<file path="config.mk">
export PLATFORM = sky130hd
export DESIGN_NAME = sld_log_access
export DESIGN_NICKNAME = d
export VERILOG_FILES = /design/src/rtl/sld_pkg.sv /design/src/rtl/sld_dec_if.sv /design/src/rtl/sld_decoder.sv /design/src/rtl/sld_log_access.sv
export VERILOG_INCLUDE_DIRS = /design/src /design/src/rtl
export SDC_FILE = /design/constraint.sdc
export NUM_CORES = 1
export LEC_CHECK = 0
export ABC_AREA = 1
export BUFFER_PORTS_ARGS = -buffer_cell sky130_fd_sc_hd__buf_2
export CAP_MARGIN = 5
export CORE_ASPECT_RATIO = 0.9
export CORE_UTILIZATION = 30
export CTS_CLUSTER_SIZE = 14
export DETAILED_ROUTE_END_ITERATION = 12
export GPL_TIMING_DRIVEN = 0
export PLACE_DENSITY = 0.48
export SYNTH_ARGS = -nofsm -noshare
export SYNTH_HDL_FRONTEND = slang
export SYNTH_HIERARCHICAL = 1
export SYNTH_SLANG_ARGS = --single-unit
</file>
<file path="constraint.sdc">
create_clock -name mclk -period 7.3 [get_ports mclk]
set_input_delay 2.19 -clock mclk [delete_from_list [all_inputs] [get_ports mclk]]
set_output_delay 2.19 -clock mclk [all_outputs]
set_load 0.1 [all_outputs]
</file>
<file path="src/rtl/sld_regs.svh">
// register offsets, opcodes, log pages and codes of the sct log decoder
`ifndef SLD_REGS_SVH
`define SLD_REGS_SVH
// ------------------------------------------------------------
// apb byte offsets
// ------------------------------------------------------------
`define SLD_OFF_FEAT     8'h00
`define SLD_OFF_SCNT     8'h04
`define SLD_OFF_LBAL     8'h08
`define SLD_OFF_LBAM     8'h0c
`define SLD_OFF_LBAH     8'h10
`define SLD_OFF_DEV      8'h14
`define SLD_OFF_CMD      8'h18
`define SLD_OFF_RESULT   8'h1c
`define SLD_OFF_EXTSTAT  8'h20
`define SLD_OFF_INTSTAT  8'h24
`define SLD_OFF_INTMASK  8'h28
// ------------------------------------------------------------
// ata opcodes, features, log pages, signature
// ------------------------------------------------------------
`define SLD_CMD_SMART    8'hb0
`define SLD_CMD_RDLOGX   8'h2f
`define SLD_CMD_WRLOGX   8'h3f
`define SLD_FEAT_RD      8'hd5
`define SLD_FEAT_WR      8'hd6
`define SLD_LOG_DATA     8'he1
`define SLD_LOG_STAT     8'he0
`define SLD_SIG_LO       8'h4f
`define SLD_SIG_HI       8'hc2
`define SLD_ONE_SECT     8'h01
`define SLD_ZERO_BYTE    8'h00
`define SLD_DEV_UNIT_BIT 4
// ------------------------------------------------------------
// extended status codes and reset values
// ------------------------------------------------------------
`define SLD_EXT_OK       16'h0000
`define SLD_EXT_NOSCT    16'h000b
`define SLD_EXT_BUSY     16'hffff
`define SLD_ZERO_WORD    32'h0000_0000
// ------------------------------------------------------------
// interrupt bits
// ------------------------------------------------------------
`define SLD_INT_W        4
`define SLD_INT_ACC      0
`define SLD_INT_ABT      1
`define SLD_INT_STAT     2
`define SLD_INT_NOSCT    3
`endif

</file>
<file path="src/rtl/sld_pkg.sv">
// types shared by the sct log decoder modules
package sld_pkg;
  typedef enum logic [1:0] {
    KIND_NONE,
    KIND_DATA_RD,
    KIND_DATA_WR,
    KIND_STAT_RD
  } sld_kind_t;

  typedef struct packed {
    logic      done;
    logic      accept;
    logic      no_sct;
    logic      ext;
    sld_kind_t kind;
    logic [15:0] count;
  } sld_dec_state_t;
endpackage

</file>
<file path="src/rtl/sld_dec_if.sv">
// carrier between register front end and command decoder
interface sld_dec_if;
  logic                go;
  logic [7:0]          cmd;
  logic [7:0]          feat;
  logic [15:0]         scnt;
  logic [7:0]          lba_lo;
  logic [15:0]         lba_mid;
  logic [7:0]          lba_hi;
  logic                sct_seen;
  logic                done;
  logic                accept;
  logic                no_sct;
  logic                ext;
  sld_pkg::sld_kind_t  kind;
  logic [15:0]         count;

  modport front (output go, cmd, feat, scnt, lba_lo, lba_mid, lba_hi,
                 sct_seen,
                 input done, accept, no_sct, ext, kind, count);
  modport dec   (input go, cmd, feat, scnt, lba_lo, lba_mid, lba_hi,
                 sct_seen,
                 output done, accept, no_sct, ext, kind, count);
endinterface

</file>
<file path="src/rtl/sld_decoder.sv">
// task-file decoder: one-cycle classification of sct log requests
`include "sld_regs.svh"
module sld_decoder (
  // clock and reset
  input wire logic mclk,
  input wire logic rst,
  // task file in, verdict out
  sld_dec_if.dec   dif
);
  sld_pkg::sld_dec_state_t st_ff;
  sld_pkg::sld_dec_state_t nxt_st;
  logic                    sig_ok;

  // ------------------------------------------------------------
  // decode
  // ------------------------------------------------------------
  always_comb begin
    nxt_st        = st_ff;
    nxt_st.done   = 1'b0;
    sig_ok        = (dif.lba_mid[7:0] == `SLD_SIG_LO) &&
                    (dif.lba_hi == `SLD_SIG_HI);
    if (dif.go) begin
      nxt_st.done   = 1'b1;
      nxt_st.accept = 1'b0;
      nxt_st.no_sct = 1'b0;
      nxt_st.ext    = 1'b0;
      nxt_st.kind   = sld_pkg::KIND_NONE;
      nxt_st.count  = dif.scnt;
      case (dif.cmd)
        `SLD_CMD_SMART: begin
          nxt_st.count = {`SLD_ZERO_BYTE, dif.scnt[7:0]};
          if (sig_ok && dif.lba_lo == `SLD_LOG_DATA) begin
            if (dif.feat == `SLD_FEAT_RD) begin
              nxt_st.kind = sld_pkg::KIND_DATA_RD;
            end else if (dif.feat == `SLD_FEAT_WR) begin
              nxt_st.kind = sld_pkg::KIND_DATA_WR;
            end
          end else if (sig_ok && dif.lba_lo == `SLD_LOG_STAT &&
                       dif.feat == `SLD_FEAT_RD &&
                       dif.scnt[7:0] == `SLD_ONE_SECT) begin
            nxt_st.kind = sld_pkg::KIND_STAT_RD;
          end
        end
        `SLD_CMD_RDLOGX: begin
          nxt_st.ext = 1'b1;
          if (dif.lba_lo == `SLD_LOG_DATA) begin
            nxt_st.kind = sld_pkg::KIND_DATA_RD;
          end else if (dif.lba_lo == `SLD_LOG_STAT) begin
            nxt_st.kind = sld_pkg::KIND_STAT_RD;
          end
        end
        `SLD_CMD_WRLOGX: begin
          nxt_st.ext = 1'b1;
          if (dif.lba_lo == `SLD_LOG_DATA) begin
            nxt_st.kind = sld_pkg::KIND_DATA_WR;
          end
        end
        default: begin
          nxt_st.kind = sld_pkg::KIND_NONE;
        end
      endcase
      // data page only makes sense after an sct command
      if ((nxt_st.kind == sld_pkg::KIND_DATA_RD ||
           nxt_st.kind == sld_pkg::KIND_DATA_WR) && !dif.sct_seen) begin
        nxt_st.no_sct = 1'b1;
        nxt_st.kind   = sld_pkg::KIND_NONE;
      end
      nxt_st.accept = (nxt_st.kind != sld_pkg::KIND_NONE);
    end
  end

  always_ff @(posedge mclk or posedge rst) begin
    if (rst) begin
      st_ff <= '0;
    end else begin
      st_ff <= nxt_st;
    end
  end

  assign dif.done   = st_ff.done;
  assign dif.accept = st_ff.accept;
  assign dif.no_sct = st_ff.no_sct;
  assign dif.ext    = st_ff.ext;
  assign dif.kind   = st_ff.kind;
  assign dif.count  = st_ff.count;
endmodule

</file>
<file path="src/rtl/sld_log_access.sv">
// apb front end of the sct log access decoder
`include "sld_regs.svh"
module sld_log_access (
  // clock and reset
  input  wire logic        mclk,
  input  wire logic        rst,
  // apb slave
  input  wire logic        psel,
  input  wire logic        penable,
  input  wire logic        pwrite,
  input  wire logic [7:0]  paddr,
  input  wire logic [31:0] pwdata,
  output logic             pready,
  output logic [31:0]      prdata,
  output logic             pslverr,
  // sct action handler
  input  wire logic        sct_cmd_issue,
  input  wire logic        sct_busy,
  input  wire logic        sct_code_vld,
  input  wire logic [15:0] sct_code,
  // transfer engine and ata status
  output logic             xfer_start,
  output logic             xfer_write,
  output logic [15:0]      xfer_count,
  output logic             xfer_unit,
  output logic             stat_page_start,
  output logic             ata_accept,
  output logic             ata_abort,
  output logic [15:0]      ext_status,
  // interrupt
  output logic             irq
);
  typedef struct packed {
    logic                 pready;
    logic [31:0]          prdata;
    logic                 pslverr;
    logic [15:0]          feat;
    logic [15:0]          scnt;
    logic [7:0]           lbal;
    logic [15:0]          lbam;
    logic [7:0]           lbah;
    logic                 unit;
    logic [7:0]           cmd;
    logic                 go;
    logic                 pend;
    logic                 sct_seen;
    logic [15:0]          code;
    logic                 res_acc;
    logic                 res_abt;
    logic                 res_ext;
    sld_pkg::sld_kind_t   res_kind;
    logic [15:0]          res_count;
    logic [`SLD_INT_W-1:0] int_stat;
    logic [`SLD_INT_W-1:0] int_mask;
    logic                 irq;
    logic                 xfer_start;
    logic                 xfer_write;
    logic [15:0]          xfer_count;
    logic                 stat_start;
    logic                 ata_acc;
    logic                 ata_abt;
    logic [15:0]          ext_status;
  } sld_front_t;

  sld_front_t            st_ff;
  sld_front_t            nxt_st;
  sld_dec_if             dif ();
  logic                  acc_phase;
  logic                  wr_en;
  logic                  hit;
  logic [31:0]           rd_word;
  logic [`SLD_INT_W-1:0] ev;

  // ------------------------------------------------------------
  // helpers
  // ------------------------------------------------------------
  function automatic logic [31:0] pair16(input logic [15:0] v);
    pair16 = {16'h0000, v};
  endfunction

  function automatic logic [31:0] byte8(input logic [7:0] v);
    byte8 = {24'h000000, v};
  endfunction

  // ------------------------------------------------------------
  // decoder
  // ------------------------------------------------------------
  sld_decoder u_dec (
    .mclk (mclk),
    .rst  (rst),
    .dif  (dif)
  );

  assign dif.go       = st_ff.go;
  assign dif.cmd      = st_ff.cmd;
  assign dif.feat     = st_ff.feat[7:0];
  assign dif.scnt     = st_ff.scnt;
  assign dif.lba_lo   = st_ff.lbal;
  assign dif.lba_mid  = st_ff.lbam;
  assign dif.lba_hi   = st_ff.lbah;
  assign dif.sct_seen = st_ff.sct_seen;

  // ------------------------------------------------------------
  // next state
  // ------------------------------------------------------------
  always_comb begin
    nxt_st    = st_ff;
    acc_phase = psel && penable && !st_ff.pready;
    wr_en     = acc_phase && pwrite;
    hit       = 1'b1;
    rd_word   = `SLD_ZERO_WORD;
    ev        = '0;
    case (paddr)
      `SLD_OFF_FEAT:    rd_word = pair16(st_ff.feat);
      `SLD_OFF_SCNT:    rd_word = pair16(st_ff.scnt);
      `SLD_OFF_LBAL:    rd_word = byte8(st_ff.lbal);
      `SLD_OFF_LBAM:    rd_word = pair16(st_ff.lbam);
      `SLD_OFF_LBAH:    rd_word = byte8(st_ff.lbah);
      `SLD_OFF_DEV:     rd_word = byte8(8'(st_ff.unit) <<
                                        `SLD_DEV_UNIT_BIT);
      `SLD_OFF_CMD:     rd_word = byte8(st_ff.cmd);
      `SLD_OFF_RESULT:  rd_word = {st_ff.res_count, 8'h00, 2'b00,
                                   st_ff.pend, st_ff.res_ext,
                                   st_ff.res_kind, st_ff.res_abt,
                                   st_ff.res_acc};
      `SLD_OFF_EXTSTAT: rd_word = pair16(st_ff.ext_status);
      `SLD_OFF_INTSTAT: rd_word = {28'h0000000, st_ff.int_stat};
      `SLD_OFF_INTMASK: rd_word = {28'h0000000, st_ff.int_mask};
      default:          hit     = 1'b0;
    endcase

    // apb: one wait state, data and error registered with pready
    nxt_st.pready  = acc_phase;
    nxt_st.pslverr = acc_phase && !hit;
    nxt_st.prdata  = (acc_phase && !pwrite && hit) ? rd_word
                                                   : `SLD_ZERO_WORD;

    nxt_st.go = 1'b0;
    if (wr_en) begin
      case (paddr)
        `SLD_OFF_FEAT:    nxt_st.feat = pwdata[15:0];
        `SLD_OFF_SCNT:    nxt_st.scnt = pwdata[15:0];
        `SLD_OFF_LBAL:    nxt_st.lbal = pwdata[7:0];
        `SLD_OFF_LBAM:    nxt_st.lbam = pwdata[15:0];
        `SLD_OFF_LBAH:    nxt_st.lbah = pwdata[7:0];
        // other device-register bits are don't-care for these requests
        `SLD_OFF_DEV:     nxt_st.unit = pwdata[`SLD_DEV_UNIT_BIT];
        `SLD_OFF_CMD: begin
          // a command while one is in decode is dropped
          if (!st_ff.pend) begin
            nxt_st.cmd  = pwdata[7:0];
            nxt_st.go   = 1'b1;
            nxt_st.pend = 1'b1;
          end
        end
        `SLD_OFF_INTMASK: nxt_st.int_mask = pwdata[`SLD_INT_W-1:0];
        default: begin
          nxt_st.go = 1'b0;
        end
      endcase
    end

    // verdict from the decoder
    nxt_st.xfer_start = 1'b0;
    nxt_st.stat_start = 1'b0;
    nxt_st.ata_acc    = 1'b0;
    nxt_st.ata_abt    = 1'b0;
    if (dif.done) begin
      nxt_st.pend      = 1'b0;
      nxt_st.res_acc   = dif.accept;
      nxt_st.res_abt   = !dif.accept;
      nxt_st.res_ext   = dif.ext;
      nxt_st.res_kind  = dif.kind;
      nxt_st.res_count = dif.count;
      // acceptance only; action completion is seen by polling status
      nxt_st.ata_acc   = dif.accept;
      nxt_st.ata_abt   = !dif.accept;
      ev[`SLD_INT_ACC] = dif.accept;
      ev[`SLD_INT_ABT] = !dif.accept;
      if (dif.kind == sld_pkg::KIND_STAT_RD) begin
        // served whatever sct_busy says; nothing else is touched
        nxt_st.stat_start = 1'b1;
        ev[`SLD_INT_STAT] = 1'b1;
      end else if (dif.accept) begin
        nxt_st.xfer_start = 1'b1;
        nxt_st.xfer_write = (dif.kind == sld_pkg::KIND_DATA_WR);
        nxt_st.xfer_count = dif.count;
      end
      if (dif.no_sct) begin
        nxt_st.code        = `SLD_EXT_NOSCT;
        ev[`SLD_INT_NOSCT] = 1'b1;
      end
    end

    // handler updates win over the decoder's own code
    if (sct_cmd_issue) begin
      nxt_st.sct_seen = 1'b1;
    end
    if (sct_code_vld) begin
      nxt_st.code = sct_code;
    end
    nxt_st.ext_status = sct_busy ? `SLD_EXT_BUSY : nxt_st.code;

    // write one to clear, a new event in the same cycle stays set
    if (wr_en && paddr == `SLD_OFF_INTSTAT) begin
      nxt_st.int_stat = st_ff.int_stat & ~pwdata[`SLD_INT_W-1:0];
    end
    nxt_st.int_stat = nxt_st.int_stat | ev;
    nxt_st.irq      = |(nxt_st.int_stat & nxt_st.int_mask);
  end

  always_ff @(posedge mclk or posedge rst) begin
    if (rst) begin
      st_ff      <= '0;
      st_ff.code <= `SLD_EXT_OK;
    end else begin
      st_ff <= nxt_st;
    end
  end

  // ------------------------------------------------------------
  // outputs
  // ------------------------------------------------------------
  assign pready          = st_ff.pready;
  assign prdata          = st_ff.prdata;
  assign pslverr         = st_ff.pslverr;
  assign xfer_start      = st_ff.xfer_start;
  assign xfer_write      = st_ff.xfer_write;
  assign xfer_count      = st_ff.xfer_count;
  assign xfer_unit       = st_ff.unit;
  assign stat_page_start = st_ff.stat_start;
  assign ata_accept      = st_ff.ata_acc;
  assign ata_abort       = st_ff.ata_abt;
  assign ext_status      = st_ff.ext_status;
  assign irq             = st_ff.irq;
endmodule

</file>
==> run_results.csv <==
group,metric,value,unit
yosys,synth-seq-cells,215,
setup_path,worstPathArrival,1.43,ns
sta,min_period,3.617,ns
setup_path,crit_required,5.11,ns
sta,layout_setup_ws,3.683,ns
setup_path,rrSetupSlack,5.36,ns
power,power.density,231.1,nW/um^2
setup_path,path_class,"reg2out",
detailed_routing,vias,7543,
clock_tree,cts_root_buf,"clkbuf_16",
global_route,grt_pass1_wl,42120,microns
die,dieWidth,191.9,microns
global_route,grt_pass1_vias,7511,
hold_path,hp-class,"reg2reg",
setup_path,critPathCaptureType,"primary output",
sta,max_slew_margin,0.3945,
detailed_routing,ant_nets,0,
die,ios,137,
setup_path,cp-start-kind,"register",
finish,area_growth_syn_to_layout,21.65,%
sta,worstMarginPinSlew,0.9064,ns
sta,max_freq,276.4,MHz
die,start_util,0.3047,
placed_design,dp_hpwl,19650,microns
setup_path,worstSetupStartpoint,"xfer_count[1]$_DFFE_PP0P_",
sta,hold_ws,0.4678,ns
power,comb_power_share,0.063,
detailed_routing,wl,26300,microns
global_route,grt_max_degree,40,
clock_tree,ctsLongestPathBuffers,3,
setup_path,reg2reg_to,"xfer_count[7]$_DFFE_PP0P_",
sta,drv_slew,0,
clock_tree,cts_hold_buffers,0,
global_route,grt_antenna_before_repair,0,
yosys,netlist.area_leader.share,0.5524,
hold_path,hold_depth,2,
die,core_area,31960,sq um
sta,grt_setup_unrepaired,"no",
yosys,syn_nets,1229,
flow_run,cap_violations,0,
finish,layout_common_cells,"429 x nand2_1, 215 x dfrtp_1, 132 x buf_2, 99 x nor2_1, 88 x inv_1",
power,pwr-share-seq,0.446,
global_route,grt_usage,0.1621,
sta,fin_crit_sh,0.4955,
setup_path,regToRegStartpoint,"u_dec/dif.done$_DFF_PP0_",
status,status,"completed",
clock_tree,cts_tree,"built",
yosys,synth_warnings,6,
power,vdd_drop_max,0.1497,mV
power,swShare,0.2394,
finish,nFillCells,3418,
finish,diodes,0,
detailed_routing,routedWlPerCell,15.02,microns
die,die-area,33190,sq um
clock_tree,cts_made_buffers,26,
detailed_routing,drt_pass1_iterations,5,
setup_path,reg2reg_depth,8,
clock_tree,postCtsSetupRepairBufs,0,
sta,skew,0.01812,ns
yosys,synth_cell_types,35,
yosys,yosysTopAreaCell,"dfrtp_1",
sta,fin_tns_setup,0,ns
clock_tree,htree_num_levels,1,
placed_design,gp_congestion,0.7885,
power,clkPwrFrac,0.490,
die,fp.dieH,172.9,microns
placed_design,numPortBuffers,119,
power,p_leak,6.073,nW
yosys,syn-cell-area,9739,sq um
yosys,ys_seq_area_frac,0.5524,
power,p_int,2.083,mW
yosys,synth_area_leaders,"dfrtp_1 55%, nand2_1 17%, buf_4 4.9%",
placed_design,pre_cts_ws,3.378,ns
global_route,gr-total-overflow,0,
sta,setup_viol,0,
yosys,synth_cells,1165,
detailed_routing,viasPerCell,4.308,
hold_path,hp-start,"st_ff[46]$_DFFE_PP0P_",
detailed_routing,drc_errors,0,
setup_path,crit_path_max_fanout,2,
clock_tree,cts.sinks,215,
finish,nNetsFinal,1381,
finish,drive_gt1_frac,0.2255,
clock_tree,cts.clk_slew.worst_paths,0.06,ns
die,rows,62,
finish,final_common_cell,"nand2_1",
detailed_routing,drtIter0Drc,482,
clock_tree,clock_latency,0.53,ns
clock_tree,cts-resized-gates,0,
yosys,synth_area_per_cell,8.360,sq um
power,switching_power,0.6557,mW
sta,hold_violations,0,
hold_path,hold_end,"st_ff[46]$_DFFE_PP0P_",
-- sequential cells by signal, indices dropped and copies added, names as in the netlist, 2 cells and up --
| name | cells |
|---|---|
| dif.cmd | 8 |
| dif.feat | 8 |
| dif.lba_hi | 8 |
| dif.lba_lo | 8 |
| dif.lba_mid | 16 |
| dif.scnt | 16 |
| ext_status | 16 |
| prdata | 32 |
| st_ff | 54 |
| u_dec/dif.count | 16 |
| u_dec/dif.kind | 2 |
| xfer_count | 16 |
-- critical path, cell delays in order, from the launching register on --
cell and delay [ns]:
dfrtp_1 0.38, buf_4 0.12, buf_2 0.41
-- how the worst max path moves through the flow --
stage | depth (start not counted) | endpoint | slack, ns
after floorplan | 1 | ata_abort$_DFF_PP0_ | 2.62
after global placement | 2 | st_ff[67]$_DFF_PP0_ | 1.13
after detailed placement | 11 | prdata[3]$_DFF_PP0_ | 3.38
after CTS | 2 | ext_status[13] | 3.65
after global routing | 2 | ext_status[9] | 3.62
final | 2 | xfer_count[1] | 3.68
-- stage by stage --
| step | area (sq um) | power [mW] | utilization | cells |
|---|---|---|---|---|
| floorplan | 9743 | 1.365 | - | 1165 |
| global placement | 10860 | 1.414 | 0.3398 | 1700 |
| detailed placement | 10960 | 1.421 | 0.3429 | 1705 |
| CTS | 11850 | 2.774 | 0.3707 | 1751 |
| global route | 11850 | 2.830 | 0.3707 | 1751 |
| finish | 11850 | 2.738 | 0.3707 | 1751 |
-- synthesized netlist by cell type --
cell,instances
nand3_1,59
or2_2,1
nand2_1,429
a211oi_1,5
dfrtp_1,215
o21ai_1,19
buf_4,64
o211ai_1,7
nand3_2,5
nor3_2,1
buf_6,3
a21oi_1,8
nor2_1,99
nand2_2,10
nand3b_1,1
a21boi_1,1
o21ai_0,69
inv_2,6
nor2_4,9
clkinv_1,2
buf_2,13
a21oi_2,1
nor3b_2,1
nor2_2,16
or2_0,1
clkbuf_1,20
o21ai_2,1
nand3_4,2
nor4_1,1
inv_1,89
nor3_4,1
nand4_1,3
o31ai_1,1
nand4_4,1
a31oi_1,1
-- routing by layer --
| metal | wire [microns] | part of all wire | GRT usage |
|---|---|---|---|
| met3 | 857 | 0.033 | 0.02192 |
| met2 | 11560 | 0.44 | 0.2471 |
| met5 | 0 | 0 | 0 |
| met4 | 512 | 0.019 | 0.03505 |
| met1 | 13380 | 0.51 | 0.2429 |
-- cell type report --
type	count	area [sq um]	share of cell area
buffer	100	654.4	0.05523
clock inverter	9	125.1	0.01056
sequential	215	5380	0.4541
tap	416	520.5	0.04393
inverter	97	367.9	0.03105
multi-input combinational	753	3341	0.2820
timing repair buffer	124	695.7	0.05872
clock buffer	37	763.2	0.06442
-- power groups by stage --
stage               Combinational (mW)  Sequential (mW)  Clock (mW)
CTS                              0.177             1.22        1.37
floorplan                        0.116             1.25           0
global route                     0.190             1.23        1.41
detailed placement               0.177             1.24           0
global placement                 0.169             1.24           0
finish                           0.173             1.22        1.34
-- cell families (layout without fill, tap and decap cells) --
kind of cell	Yosys count	in the layout	synth area share
AND/OR/NAND/NOR	640	640	0.2804
AO/OA/AOI/OAI	113	113	0.06257
flip-flops	215	215	0.5524
buffers and inverters	197	367	0.1046
Note: power is estimated with default switching activity, not from simulation.
